$ cat config.mk
export PLATFORM = sky130hd
export DESIGN_NAME = aeqec_adapt_ctrl
export DESIGN_NICKNAME = d
export VERILOG_FILES = /design/src/aeqec_pkg.sv /design/src/aeqec_err_accum.sv /design/src/aeqec_adapt_ctrl.sv
export SDC_FILE = /design/constraint.sdc
export NUM_CORES = 1
export LEC_CHECK = 0
export BUFFER_PORTS_ARGS = -buffer_cell sky130_fd_sc_hd__buf_2
export CORE_ASPECT_RATIO = 1.2
export CORE_UTILIZATION = 40
export CTS_CLUSTER_SIZE = 40
export DETAILED_ROUTE_END_ITERATION = 10
export GPL_TIMING_DRIVEN = 0
export MAX_ROUTING_LAYER = met4
export PLACE_DENSITY = 0.58
export SLEW_MARGIN = 20
export SYNTH_ARGS = -nofsm -noshare
export SYNTH_HDL_FRONTEND = slang
export SYNTH_SLANG_ARGS = --single-unit
$ cat constraint.sdc
create_clock -name i_clk -period 5 [get_ports i_clk]
set_input_delay 1 -clock i_clk [delete_from_list [all_inputs] [get_ports i_clk]]
set_output_delay 1 -clock i_clk [all_outputs]
set_load 0.01 [all_outputs]
$ cat src/aeqec_pkg.sv
package aeqec_pkg;

	// Register map offsets
	localparam logic [7:0] ADDR_EQ_ADAPT_CTL   = 8'h42;
	localparam logic [7:0] ADDR_ERR_LIMIT      = 8'h43;
	localparam logic [7:0] ADDR_LINK_CAP       = 8'h4A;
	localparam logic [7:0] ADDR_PORT_SEL       = 8'h4C;

	// Reset values
	localparam logic [7:0] RST_EQ_ADAPT_CTL    = 8'h71;
	localparam logic [7:0] RST_ERR_LIMIT       = 8'h01;
	localparam logic [7:0] RST_LINK_CAP        = 8'h00;
	localparam logic [7:0] RST_PORT_SEL        = 8'h00;

	// Field positions
	localparam int CTL_SEL_HI                  = 6;
	localparam int CTL_SEL_LO                  = 4;
	localparam int CTL_TWO_PHASE               = 2;
	localparam int CTL_LOOP_ORDER              = 1;
	localparam int CTL_SF_EN                   = 0;
	localparam int CAP_CRC_FLAG                = 4;
	localparam int PSEL_READ_PORT              = 4;
	localparam logic [7:0] CTL_WR_MASK         = 8'h7F;
	localparam logic [7:0] PSEL_WR_MASK        = 8'h13;

	// Setting ranges
	localparam int NUM_PORTS                   = 2;
	localparam int SET_W                       = 4;
	localparam logic [SET_W-1:0] EQ_MAX        = 4'hF;
	localparam logic [SET_W-1:0] EQ_MIN        = 4'h0;
	localparam logic [SET_W-1:0] SF_LEGAL_MAX  = 4'hE;
	localparam int TMR_W                       = 16;
	localparam int ACC_W                       = 9;

	typedef struct packed {
		logic clk_err;
		logic enc_err;
		logic par_err;
	} aeqec_link_err_s;

	typedef struct packed {
		logic [7:0] addr;
		logic [7:0] wdata;
		logic       wr;
		logic       rd;
	} aeqec_reg_req_s;

	typedef enum logic [2:0] {
		ST_IDLE,
		ST_SETTLE,
		ST_COUNT,
		ST_MONITOR
	} aeqec_state_e;

endpackage

$ cat src/aeqec_err_accum.sv
module aeqec_err_accum
	import aeqec_pkg::*;
(
	// Clock and reset
	input  wire logic             i_clk,
	input  wire logic             i_arst_n,
	// Control
	input  wire logic             i_clear,
	input  wire logic             i_err,
	// Count
	output logic [ACC_W-1:0]      o_count
);

	logic [ACC_W-1:0] count_r;
	logic [ACC_W-1:0] count_nxt;
	wire              at_top = &count_r;

	// Saturates so a long noisy window never wraps back below the limit
	assign count_nxt = i_clear ? {ACC_W{1'b0}} :
	                   (i_err && !at_top) ? count_r + {{(ACC_W-1){1'b0}}, 1'b1} : count_r;

	always_ff @(posedge i_clk or negedge i_arst_n) begin
		if (!i_arst_n)
			count_r <= '0;
		else
			count_r <= count_nxt;
	end

	assign o_count = count_r;

endmodule // aeqec_err_accum

$ cat src/aeqec_adapt_ctrl.sv
module aeqec_adapt_ctrl
	import aeqec_pkg::*;
(
	// Clock and reset
	input  wire logic                  i_clk,
	input  wire logic                  i_arst_n,
	// Register access
	input  wire aeqec_reg_req_s        i_reg,
	output logic [7:0]                 o_reg_rdata,
	// Adaptation control
	input  wire logic                  i_adapt_start,
	input  wire logic [TMR_W-1:0]      i_relock_wait_period,
	input  wire logic [SET_W-1:0]      i_sf_min,
	input  wire logic [SET_W-1:0]      i_sf_max,
	// Link status
	input  wire logic                  i_lock_async,
	input  wire aeqec_link_err_s       i_link_err,
	input  wire logic [NUM_PORTS-1:0]  i_crc_err,
	// Adaptation results
	output logic [SET_W-1:0]           o_eq_setting,
	output logic [SET_W-1:0]           o_sf_setting,
	output logic                       o_adapt_locked,
	output logic [ACC_W-1:0]           o_err_count,
	// CRC flagging
	output logic [NUM_PORTS-1:0]       o_encoder_crc_flag_en,
	output logic [NUM_PORTS-1:0]       o_crc_err_flag
);

	// Register file
	logic [7:0]           ctl_r;
	logic [7:0]           limit_r;
	logic [7:0]           psel_r;
	logic [7:0]           cap_r [NUM_PORTS];
	logic [7:0]           rdata_r;

	wire wr_ctl   = i_reg.wr && (i_reg.addr == ADDR_EQ_ADAPT_CTL);
	wire wr_limit = i_reg.wr && (i_reg.addr == ADDR_ERR_LIMIT);
	wire wr_psel  = i_reg.wr && (i_reg.addr == ADDR_PORT_SEL);
	wire wr_cap   = i_reg.wr && (i_reg.addr == ADDR_LINK_CAP);
	wire rd_port  = psel_r[PSEL_READ_PORT];

	always_ff @(posedge i_clk or negedge i_arst_n) begin
		if (!i_arst_n) begin
			ctl_r   <= RST_EQ_ADAPT_CTL;
			limit_r <= RST_ERR_LIMIT;
			psel_r  <= RST_PORT_SEL;
		end else begin
			if (wr_ctl)
				ctl_r <= i_reg.wdata & CTL_WR_MASK;
			if (wr_limit)
				limit_r <= i_reg.wdata;
			if (wr_psel)
				psel_r <= i_reg.wdata & PSEL_WR_MASK;
		end
	end

	genvar gp;
	generate
		for (gp = 0; gp < NUM_PORTS; gp++) begin : g_port
			always_ff @(posedge i_clk or negedge i_arst_n) begin
				if (!i_arst_n)
					cap_r[gp] <= RST_LINK_CAP;
				else if (wr_cap && psel_r[gp])
					cap_r[gp] <= i_reg.wdata;
			end
			assign o_encoder_crc_flag_en[gp] = cap_r[gp][CAP_CRC_FLAG];
			// Flag only when the port's capability bit is set
			always_ff @(posedge i_clk or negedge i_arst_n) begin
				if (!i_arst_n)
					o_crc_err_flag[gp] <= 1'b0;
				else
					o_crc_err_flag[gp] <= i_crc_err[gp] & cap_r[gp][CAP_CRC_FLAG];
			end
		end
	endgenerate

	// Unmapped offsets read as zero; bit 6 of port select is always zero locally
	wire [7:0] rd_mux = (i_reg.addr == ADDR_EQ_ADAPT_CTL) ? ctl_r :
	                    (i_reg.addr == ADDR_ERR_LIMIT)    ? limit_r :
	                    (i_reg.addr == ADDR_PORT_SEL)     ? psel_r :
	                    (i_reg.addr == ADDR_LINK_CAP)     ? cap_r[rd_port] : 8'h00;

	always_ff @(posedge i_clk or negedge i_arst_n) begin
		if (!i_arst_n)
			rdata_r <= 8'h00;
		else if (i_reg.rd)
			rdata_r <= rd_mux;
	end
	assign o_reg_rdata = rdata_r;

	// Control fields
	wire [2:0] err_sel    = ctl_r[CTL_SEL_HI:CTL_SEL_LO];
	wire       two_phase  = ctl_r[CTL_TWO_PHASE];
	wire       loop_order = ctl_r[CTL_LOOP_ORDER];
	wire       sf_en      = ctl_r[CTL_SF_EN];

	// Selected error of this cycle
	wire err_hit = |(err_sel & {i_link_err.clk_err, i_link_err.enc_err, i_link_err.par_err});

	// Lock comes from the analog front end: three stages, accept when last two agree
	logic [2:0] lock_sync_r;
	logic       lock_r;
	always_ff @(posedge i_clk or negedge i_arst_n) begin
		if (!i_arst_n) begin
			lock_sync_r <= 3'h0;
			lock_r      <= 1'b0;
		end else begin
			lock_sync_r <= {lock_sync_r[1:0], i_lock_async};
			if (lock_sync_r[1] == lock_sync_r[2])
				lock_r <= lock_sync_r[2];
		end
	end

	// Filter bounds, clipped to the legal range
	wire [SET_W-1:0] sf_hi = (i_sf_max > SF_LEGAL_MAX) ? SF_LEGAL_MAX : i_sf_max;
	wire [SET_W-1:0] sf_lo = (i_sf_min > sf_hi) ? sf_hi : i_sf_min;

	// Timer targets; half period never below one cycle
	wire [TMR_W-1:0] half_raw = {1'b0, i_relock_wait_period[TMR_W-1:1]};
	wire [TMR_W-1:0] half_per = (half_raw == '0) ? {{(TMR_W-1){1'b0}}, 1'b1} : half_raw;
	wire [TMR_W-1:0] full_per = (i_relock_wait_period == '0) ? {{(TMR_W-1){1'b0}}, 1'b1} :
	                            i_relock_wait_period;

	aeqec_state_e    state_r;
	aeqec_state_e    state_nxt;
	logic [TMR_W-1:0] tmr_r;
	logic [SET_W-1:0] eq_r;
	logic [SET_W-1:0] sf_r;
	logic [SET_W-1:0] eq_nxt;
	logic [SET_W-1:0] sf_nxt;
	logic             tmr_clr;
	logic             acc_clr;
	logic [ACC_W-1:0] acc_count;

	wire settle_end = (tmr_r + {{(TMR_W-1){1'b0}}, 1'b1}) >= (two_phase ? half_per : full_per);
	wire half_end   = (tmr_r + {{(TMR_W-1){1'b0}}, 1'b1}) >= half_per;
	wire over_limit = acc_count > {1'b0, limit_r};

	// Next candidate in the sweep
	wire eq_last = (eq_r == EQ_MAX);
	wire sf_last = (sf_r >= sf_hi);
	logic [SET_W-1:0] eq_step;
	logic [SET_W-1:0] sf_step;
	always_comb begin
		eq_step = eq_r;
		sf_step = sf_r;
		if (!sf_en) begin
			eq_step = eq_last ? EQ_MIN : eq_r + 4'h1;
			sf_step = sf_r;
		end else if (!loop_order) begin
			eq_step = eq_last ? EQ_MIN : eq_r + 4'h1;
			sf_step = eq_last ? (sf_last ? sf_lo : sf_r + 4'h1) : sf_r;
		end else begin
			sf_step = sf_last ? sf_lo : sf_r + 4'h1;
			eq_step = sf_last ? (eq_last ? EQ_MIN : eq_r + 4'h1) : eq_r;
		end
	end

	always_comb begin
		state_nxt = state_r;
		eq_nxt    = eq_r;
		sf_nxt    = sf_r;
		tmr_clr   = 1'b0;
		acc_clr   = 1'b0;
		unique case (state_r)
			ST_IDLE: begin
				if (i_adapt_start) begin
					state_nxt = ST_SETTLE;
					eq_nxt    = EQ_MIN;
					sf_nxt    = sf_lo;
					tmr_clr   = 1'b1;
				end
			end
			ST_SETTLE: begin
				if (settle_end) begin
					tmr_clr = 1'b1;
					acc_clr = 1'b1;
					if (two_phase)
						state_nxt = ST_COUNT;
					else if (lock_r)
						state_nxt = ST_MONITOR;
					else begin
						eq_nxt = eq_step;
						sf_nxt = sf_step;
					end
				end
			end
			ST_COUNT: begin
				if (err_hit) begin
					state_nxt = ST_SETTLE;
					eq_nxt    = eq_step;
					sf_nxt    = sf_step;
					tmr_clr   = 1'b1;
				end else if (half_end) begin
					tmr_clr = 1'b1;
					acc_clr = 1'b1;
					if (lock_r)
						state_nxt = ST_MONITOR;
					else begin
						state_nxt = ST_SETTLE;
						eq_nxt    = eq_step;
						sf_nxt    = sf_step;
					end
				end
			end
			ST_MONITOR: begin
				if (half_end) begin
					tmr_clr = 1'b1;
					acc_clr = 1'b1;
					if (over_limit && !eq_last) begin
						state_nxt = ST_SETTLE;
						eq_nxt    = eq_r + 4'h1;
					end
					// At the top setting the equalizer simply stays put
				end
			end
			default: begin
				state_nxt = ST_IDLE;
			end
		endcase
		if (state_r != ST_IDLE && i_adapt_start) begin
			state_nxt = ST_SETTLE;
			eq_nxt    = EQ_MIN;
			sf_nxt    = sf_lo;
			tmr_clr   = 1'b1;
		end
		// Bounds may be reprogrammed mid-sweep
		if (sf_nxt > sf_hi)
			sf_nxt = sf_hi;
		if (sf_nxt < sf_lo)
			sf_nxt = sf_lo;
	end

	always_ff @(posedge i_clk or negedge i_arst_n) begin
		if (!i_arst_n) begin
			state_r <= ST_IDLE;
			tmr_r   <= '0;
			eq_r    <= EQ_MIN;
			sf_r    <= EQ_MIN;
		end else begin
			state_r <= state_nxt;
			tmr_r   <= tmr_clr ? '0 : tmr_r + {{(TMR_W-1){1'b0}}, 1'b1};
			eq_r    <= eq_nxt;
			sf_r    <= sf_nxt;
		end
	end

	aeqec_err_accum u_accum (
		.i_clk    (i_clk),
		.i_arst_n (i_arst_n),
		.i_clear  (acc_clr),
		.i_err    (err_hit),
		.o_count  (acc_count)
	);

	assign o_eq_setting   = eq_r;
	assign o_sf_setting   = sf_r;
	assign o_adapt_locked = (state_r == ST_MONITOR);
	assign o_err_count    = acc_count;

endmodule // aeqec_adapt_ctrl

# After elaboration in Yosys (flattened, before gate mapping)
# Cells that the tools add are included.
# totals
reg_bits	84
elab_cells	131
in_bits	51
output_inout_bits	30
# classes
muxes	62
n_eq_ne	16
bitwise	4
n_lt_le_gt_ge	9
n_reduce_logical	21
n_addsub	4
# ops
cell	n
$mux 4	28
$mux 8	7
$mux 16	3
$eq 8x7->1 const B	4
$logic_not 16->1	2
$mux 3	9
$mux 9	2
$add 16x1->16 const B	1
$ge 16x15->1	1
$ge 16x16->1	1
$pmux 4 s4	1
$mux 15	1
$pmux 3 s4	1
$pmux 4 s3	1
$add 9x1->9 const B	1
$gt 9x8->1	1
$logic_and 1x1->1	9
$ne 3x3->1 const B	3
$reduce_and 9->1	1
$add 4x1->4 const B	2
$gt 4x4->1	2
$reduce_and 7->1	1
$eq 3x2->1 const B	2
$mux 1	6
other kinds (23)	26

# Depth between registers and ports, before layout
# Gate-level depths: netlist of run 1.
# depth
depth_word	17
ltp_mapped	30
mapped_depth_nobuf	30

# Modules after synthesis
# From an unflattened synthesis of run 1, not the netlist that was laid out.
# unflattened
hier_cells	649
area_unflattened_um2	6075.8
# modules_own_cells
mod	instances	cells_each	area_each_um2	seq_area_each_um2
aeqec_adapt_ctrl	1	601	5604.1	1858.0
aeqec_err_accum	1	48	471.7	225.2

# Worst setup path after synthesis of run 1
# Ideal clock, no wire load.
# synth_path
kind	input port to flip-flop
from	input port i_sf_max[1]
to	register sf_r[1] (netlist: o_sf_setting[1])
required_time_ps	4872
arrival_time_ps	5452
path_buffers	0
slack_ps	-579
setup_ps	128
path_stages	23
cell_sequence	inv_1 > o31a_1 > ha_1 > and4_1 > a21oi_2 > mux2_2 > a31o_1 > mux2_2 > a22oi_2 > nand2_1 > a31oi_1 > ha_1 > nor2b_1 > o21ai_0 > nand2b_1 > a21oi_1 > a41o_1 > mux2_2 > ha_1 > or2_2 > a31oi_1 > a21oi_4 > mux2_1
# synth_between
elab_chain_cells	17
word_cells_on_any_way	21
cone_classes	order compare (5); mux (16)
# synth_rtl
element	line_no	rtl
start, declared	aeqec_adapt_ctrl.sv:14	input wire logic [SET_W-1:0] i_sf_max,
$gt 4x4->1	aeqec_adapt_ctrl.sv:115	wire [SET_W-1:0] sf_hi = (i_sf_max > SF_LEGAL_MAX) ? SF_LEGAL_MAX : i_sf_max;
$mux 4 *	aeqec_adapt_ctrl.sv:115	
$gt 4x4->1	aeqec_adapt_ctrl.sv:116	wire [SET_W-1:0] sf_lo = (i_sf_min > sf_hi) ? sf_hi : i_sf_min;
$mux 4	aeqec_adapt_ctrl.sv:116	
$mux 4	aeqec_adapt_ctrl.sv:152, aeqec_adapt_ctrl.sv:154	
$mux 4	aeqec_adapt_ctrl.sv:152	sf_step = eq_last ? (sf_last ? sf_lo : sf_r + 4'h1) : sf_r;
$mux 4	aeqec_adapt_ctrl.sv:150	end else if (!loop_order) begin
$mux 4	aeqec_adapt_ctrl.sv:147	if (!sf_en) begin
(+2 left out)	--	
$mux 4, on equally long branches	aeqec_adapt_ctrl.sv:189, aeqec_adapt_ctrl.sv:175	
$pmux 4 s3	aeqec_adapt_ctrl.sv:165	unique case (state_r)
$mux 4	aeqec_adapt_ctrl.sv:221	if (state_r != ST_IDLE && i_adapt_start) begin
$gt 4x4->1	aeqec_adapt_ctrl.sv:228	if (sf_nxt > sf_hi)
$mux 4	aeqec_adapt_ctrl.sv:228	
$lt 4x4->1	aeqec_adapt_ctrl.sv:230	if (sf_nxt < sf_lo)
$mux 4 *	aeqec_adapt_ctrl.sv:230	
net sf_nxt[1]	aeqec_adapt_ctrl.sv:130	logic [SET_W-1:0] sf_nxt;
end signal, assigned	aeqec_adapt_ctrl.sv:244	sf_r <= sf_nxt;
end, declared	aeqec_adapt_ctrl.sv:128	logic [SET_W-1:0] sf_r;
# The timed path passes the listed nets; every way through them passes the cells marked *.
# A chain may end at the register's enable or synchronous reset.

# Worst setup path in the final report of run 1
# layout_path
from	register tmr_r[1]
to	register sf_r[2] (netlist: o_sf_setting[2])
# layout_between
elab_chain_cells	10
word_cells_on_any_way	12
cone_classes	add/sub (1); order compare (4); mux (7)
# layout_rtl
element	line_no	rtl
start, declared	aeqec_adapt_ctrl.sv:126	logic [TMR_W-1:0] tmr_r;
start signal, assigned	aeqec_adapt_ctrl.sv:242	tmr_r <= tmr_clr ? '0 : tmr_r + {{(TMR_W-1){1'b0}}, 1'b1};
$add 16x1->16 *	aeqec_adapt_ctrl.sv:135, aeqec_adapt_ctrl.sv:136	
$ge 16x15->1	aeqec_adapt_ctrl.sv:136	wire half_end = (tmr_r + {{(TMR_W-1){1'b0}}, 1'b1}) >= half_per;
$mux 4	aeqec_adapt_ctrl.sv:194	end else if (half_end) begin
$mux 4	aeqec_adapt_ctrl.sv:189	if (err_hit) begin
$pmux 4 s3 *	aeqec_adapt_ctrl.sv:165	
$mux 4 *	aeqec_adapt_ctrl.sv:221	
$gt 4x4->1	aeqec_adapt_ctrl.sv:228	
$mux 4 *	aeqec_adapt_ctrl.sv:228	
$lt 4x4->1	aeqec_adapt_ctrl.sv:230	
$mux 4 *	aeqec_adapt_ctrl.sv:230	
net sf_nxt[2]	aeqec_adapt_ctrl.sv:130	
# Marked as above.

==> run metrics, run 1 <==
Post-Route WL=17400 microns; post-synthesis xor/xnor area fraction=3.23%; YS warnings=0; share of the synthesized area in the top cell type=31.5%; syn_area_per_cell=9.44 sq um; DRT antenna net count=0; Seq/Total Area, Yosys=33.6%; Worst Hold Path EP=lock_sync_r[1]$_DFF_PN0_; vias post-DR=5617; simple-gate share of the synthesized area=15.7%; Area Overhead vs Synth=29.1%; # diodes=0; first-pass iteration count of the detailed router=5; top-count cell post-synth=dfrtp_1; critical path fanouts, max=4; most area-consuming cells after synthesis=dfrtp_1 (32%), ha_1 (12%), mux2_2 (6.9%); Final nets=887; Clock Sinks=83; Hold Fails Final Rpt=0; CP Data Required Time=5230 ps; DR WL/cell=17.7 microns; root buffer cell=clkbuf_16; worst hold path type=reg -> reg; die area=0.0160 sq mm; worst hold stages=0; worst slew pin tran=1020 ps; Setup Skew=6.07 ps; number of synthesized flops with an enable pin=0; initial antenna violation count=0; clk_lat worst skew=340 ps; most frequent cells after synthesis=dfrtp_1 (78), ha_1 (59), nor2_1 (58); CORE AREA=0.0151 sq mm; Vias/cell=5.70; Pwr Total=2.44 mW; origin of the critical flop-to-flop path=tmr_r[1]$_DFF_PN0_; fin crit share=111%; adder-cell share of the synthesized area=12.1%; Primary FF master, synth=dfrtp_1; Residual DRC=0; Post-DP Area=0.00702 sq mm; # rows=49; register bit total from synthesis=83; IO Port Bufs=78; CP arrival=5760 ps; Worst VDD drop=0.000145 V; Congestion Overflow GR=0; final max-slew violation count=0; Power Density=305 mW/mm^2; Num CTS Buffers=9; max incr delay on CP=420 ps; I/O pin total=81; post-synthesis cell count=656; number of H-tree levels=3; clk buf depth=2; design area=0.00800 sq mm; Syn Nets=766; CP delay by family, top=compound AO/OA/AOI/OAI gates; CTS tree=yes; pin count of the biggest net entering global routing=50; crit path buf inv count=1; R2R cell count=28; Crit-path slowest cell=dfrtp_2; Total GRT Usage=23.1%; violated checks=setup timing; max frequency=181 MHz; post-synthesis compound-gate area fraction=18.1%; Initial DRC Count=306; chip width=116 microns; largest family of logic cells by synthesized area=compound AO/OA/AOI/OAI gates; vias in the first global route=5703; Die Ht=138 microns; async set-reset flop share out of synthesis=100%; normalized max-slew margin=32.2%; final setup fails=4; P_leak=3.81 nW; Tmin final=5530 ps; hpwl dp=13000 microns; status=finished, violations left; dominant cell type by area after synthesis=dfrtp_1; first-pass GRT wire length=28300 microns; HP Start=lock_sync_r[0]$_DFF_PN0_; final std cells w/o fill=986; Yosys cell types=80; Clk pin slew, worst setup/hold paths=70 ps; fin worst setup slack=-535 ps; multiplexer area fraction after synthesis=13.2%; critical path type=reg -> reg; max-cap check violation count=0; dpl cells=939; Mapped Area=0.00619 sq mm; crit end category=flop; GPL Wtd Cong=0.907; RSZ-0062 raised after global routing=yes; setup slack after placement=-1300 ps; startpoint types=flop; reg2reg setup slack=-530 ps; share of layout cells above drive strength 1=32.9%; Initial Util=41.1%; Critical R2R Capture=o_sf_setting[2]$_DFF_PN0_
## state kept, by name (all words and copies together) (netlist names)
| name | count |
|---|---|
| cap_r | 14 |
| o_eq_setting | 4 |
| lock_r | 1 |
| tmr_r | 16 |
| o_crc_err_flag | 2 |
| ctl_r | 7 |
| psel_r | 3 |
| limit_r | 8 |
| o_encoder_crc_flag_en | 2 |
| o_reg_rdata | 8 |
| o_sf_setting | 4 |
| state_r | 2 |
| lock_sync_r | 3 |
| u_accum.o_count | 9 |
## where the power goes
group,switching [mW],leakage [nW],internal [mW],total (mW)
Sequential,0.0774,1.09,0.721,0.799
Combinational,0.517,2.56,0.456,0.972
Clock,0.286,0.150,0.381,0.667
## worst reg2reg max path, delay by kind of cell (launching register included)
kind | cells | cell delay [ps]
AO/OA/AOI/OAI | 12 | 2110
XOR/XNOR | 1 | 190
adder cells (fa/ha/maj) | 4 | 910
buffers and inverters | 1 | 160
flip-flops | 1 | 420
multiplexers | 2 | 640
AND/OR/NAND/NOR | 8 | 1000
## what timing repair did
action / 4_1_cts / 5_1_grt
hold buffers: 0 / 0
endpoints found under the setup margin: 4 / 4
buffers inserted: 27 / 4
pin swaps: 34 / 27
gates resized for setup: 53 / 21
## cell usage in the layout, fill, tap and decap left out, types with 8 or more instances in the layout
cell | Yosys | layout
a21oi_1 | 36 | 30
a31oi_1 | 10 | 8
buf_2 | 1 | 78
buf_4 | 2 | 31
clkbuf_1 | 17 | 16
clkbuf_16 | 0 | 9
dfrtp_1 | 78 | 74
ha_1 | 59 | 49
ha_4 | 0 | 9
inv_1 | 40 | 38
mux2_2 | 38 | 35
mux2i_1 | 30 | 27
nand2_1 | 41 | 40
nand2b_1 | 9 | 9
nand3_1 | 16 | 12
nand4_1 | 8 | 8
nor2_1 | 58 | 54
nor2b_1 | 19 | 17
o21ai_0 | 24 | 23
xor2_1 | 13 | 10
## final cells by class
cell class / instances / area, sq um
inverter: 42 / 170
buffer: 23 / 100
timing repair buffer: 110 / 688
fill: 1400 / 7090
multi-input combinational: 508 / 4400
clock buffer: 12 / 267
sequential: 83 / 2090
clock inverter: 4 / 31.3
tap: 204 / 255
## metal layers
layer	track usage, %	vias to the layer above	wire length, microns
met5	-	-	0
met4	8.20	0	464
met3	3.68	35	820
met2	39.6	191	8790
met1	27.0	2730	7330
li1	-	2661	-
## logic make-up after synthesis
logic type / after synthesis
and+or+nand+nor: 190
xor gates and xnor gates: 22
adders and majority gates: 60
buffers and inverters: 65
muxes: 75
DFF: 83
AOI/OAI and AO/OA: 161
## how the worst max path moves through the flow
stage / start / end / slack, ps / cells past startpoint
final: tmr_r[1]$_DFF_PN0_ / o_sf_setting[2]$_DFF_PN0_ / -530 / 28
after detailed placement: i_sf_max[3] / o_sf_setting[1]$_DFF_PN0_ / -1300 / 25
after CTS: tmr_r[0]$_DFF_PN0_ / o_sf_setting[1]$_DFF_PN0_ / -530 / 29
after global placement: i_sf_max[3] / o_sf_setting[2]$_DFF_PN0_ / -1130 / 24
after global routing: tmr_r[0]$_DFF_PN0_ / o_sf_setting[2]$_DFF_PN0_ / -790 / 29
after floorplan: i_sf_max[3] / o_sf_setting[1]$_DFF_PN0_ / -330 / 20
## metrics by stage
stage | hold slack [ps] | setup TNS [ps] | util [%]
after floorplan | 331 | -830 | -
after global placement | 336 | -4000 | 46.3
after detailed placement | 340 | -4650 | 46.5
after CTS | 354 | -1520 | 51.9
after global routing | 357 | -2680 | 53.0
final | 350 | -1660 | 53.0
No activity file was read; power rests on OpenSTA's default activity.
==> run 2, diff against run 1 <==
- TNS_END_PERCENT: default -> 30
==> run metrics, run 2 (synthesized netlist as in run 1, its figures left out) <==
Final nets=885 (-0.23%); CP Data Required Time=5220 ps (about the same); die area=0.0160 sq mm (unchanged); Setup Skew=5.30 ps (-0.773 ps); initial antenna violation count=0 (unchanged); setup slack after placement=-1300 ps (unchanged); startpoint types=flop; Num CTS Buffers=9 (unchanged); Worst VDD drop=0.000143 V (-1.2%); clk buf depth=2 (unchanged); I/O pin total=81 (unchanged); CP arrival=5760 ps (about the same); Post-DP Area=0.00702 sq mm (unchanged); Fin Setup TNS=-1570 ps (+86.3 ps); WL met2=8720 microns (-0.85%); fin crit share=111% (about the same); CORE AREA=0.0151 sq mm (unchanged); most frequent cells in the layout=buf_2 (78), dfrtp_1 (74), nor2_1 (55); DR WL/cell=17.4 microns (-1.2%); met1 wire length=7330 microns (about the same); Post-Route WL=17200 microns (-1.4%); first-pass iteration count of the detailed router=5 (unchanged); HP Start=lock_sync_r[0]$_DFF_PN0_; worst hold path type=reg -> reg; vias post-DR=5515 (-1.8%); critical path type=reg -> reg; Clock Sinks=83 (unchanged); DRT antenna net count=0 (unchanged); Max Used Layer=met4; IO Port Bufs=78 (unchanged); CTS tree=yes; Initial DRC Count=316 (+3.3%); final max-slew violation count=0 (unchanged); # diodes=0 (unchanged); RSZ-0062 raised after global routing=yes; Congestion Overflow GR=0 (unchanged); Tmin final=5540 ps (+4.44 ps); fin worst setup slack=-539 ps (-4.44 ps); critical path fanouts, max=4 (unchanged); Worst Setup SP=tmr_r[1]$_DFF_PN0_; Die Ht=138 microns (unchanged); worst slew pin tran=1060 ps (+47.1 ps); pin count of the biggest net entering global routing=50 (unchanged); register with the most flip-flops=tmr_r; violated checks=setup timing; Residual DRC=0 (unchanged); vias in the first global route=5670 (-0.58%); share of layout cells above drive strength 1=31.5% (-1.3 points); Total GRT Usage=23.1% (about the same); Hold Fails Final Rpt=0 (unchanged); commonest non-fill, non-tap cell in the layout=buf_2; P_leak=3.78 nW (-0.69%); Largest register FFs=16 (unchanged); GPL Wtd Cong=0.907 (unchanged); final setup fails=4 (unchanged); Area Overhead vs Synth=27.2%; final std cells w/o fill=984 (-0.20%); filler cell count=1417 (+1.2%); chip width=116 microns (unchanged); # rows=49 (unchanged); origin of the critical flop-to-flop path=tmr_r[1]$_DFF_PN0_; Vias/cell=5.60 (-1.6%); hpwl dp=13000 microns (unchanged); Initial Util=41.1% (unchanged); Clk pin slew, worst setup/hold paths=70 ps (about the same); status=finished, violations left; normalized max-slew margin=29.0% (-3.1 points); crit end category=flop; max frequency=181 MHz (about the same); root buffer cell=clkbuf_16; Met3 Routed Length=708 microns (-14%); dpl cells=939 (unchanged); number of H-tree levels=3 (unchanged); Power Density=304 mW/mm^2 (-0.38%); clk_lat worst skew=340 ps (about the same); max-cap check violation count=0 (unchanged); first-pass GRT wire length=28300 microns (-0.12%); design area=0.00788 sq mm (-1.5%)
==> run 2: critical path, stage by stage (launching register included) <==
cell and delay, ps:
dfrtp_2 420, ha_4 160, nand3_4 70, nor2_4 90
and3_4 230, nand3_4 110, xnor2_4 190, ha_4 280
a21o_1 140, a21oi_2 80, a211o_1 350, a221oi_4 380
a21boi_1 130, a311o_1 290, a21oi_2 140, o32ai_2 120
nor2b_1 160, ha_1 350, a21oi_2 210, a41o_1 210
mux2_4 340, ha_4 210, or2_4 230, a31oi_4 160
a21oi_4 70, mux2_4 300
==> run 2: cell type report <==
| cell class | count | area [sq um] | share of cell area [%] |
|---|---|---|---|
| well taps | 204 | 255 | 3.24 |
| repair buffers | 108 | 669 | 8.50 |
| multi-input cells | 508 | 4300 | 54.5 |
| flip-flops and latches | 83 | 2090 | 26.5 |
| inverters | 42 | 170 | 2.16 |
| clock buffers | 12 | 267 | 3.38 |
| clock inverters | 4 | 31.3 | 0.397 |
| plain buffers | 23 | 100 | 1.27 |
==> run 2: metal layers <==
metal / vias to the layer above / track usage (%)
met4: 0 / 7.93
met5: - / -
met1: 2689 / 27.2
met2: 155 / 39.5
li1: 2647 / -
met3: 24 / 3.55
==> run 2: worst paths after layout <==
check / end / slack [ps] / cells past startpoint
worst min register to register: lock_sync_r[1]$_DFF_PN0_ / 350 / 0
worst max-delay path: o_sf_setting[2]$_DFF_PN0_ / -540 / 25
min in group asynchronous: tmr_r[8]$_DFF_PN0_ / 610 / 1
worst max register to register: o_sf_setting[2]$_DFF_PN0_ / -540 / 25
worst min-delay path: lock_sync_r[1]$_DFF_PN0_ / 350 / 0
max in group asynchronous: ctl_r[5]$_DFFE_PN1P_ / 3710 / 2
==> run 2: through the flow <==
step	power [mW]	hold slack (ps)	utilization, %
final	2.39	350	52.2
after global routing	2.54	357	52.2
after CTS	2.38	354	51.8
after detailed placement	1.62	340	46.5
after global placement	1.59	336	46.3
after floorplan	1.38	331	-
==> run 2: what timing repair did <==
item,4_1_cts,5_1_grt
hold buffers,0,0
endpoints found under the setup margin,4,4
gates resized for setup,53,6
pin swaps,35,13
setup buffers,25,4
==> run 2: power breakdown <==
part / switching [mW] / internal, mW / total [mW]
clock: 0.283 / 0.381 / 0.665
sequential: 0.0767 / 0.721 / 0.798
combinational: 0.501 / 0.429 / 0.931
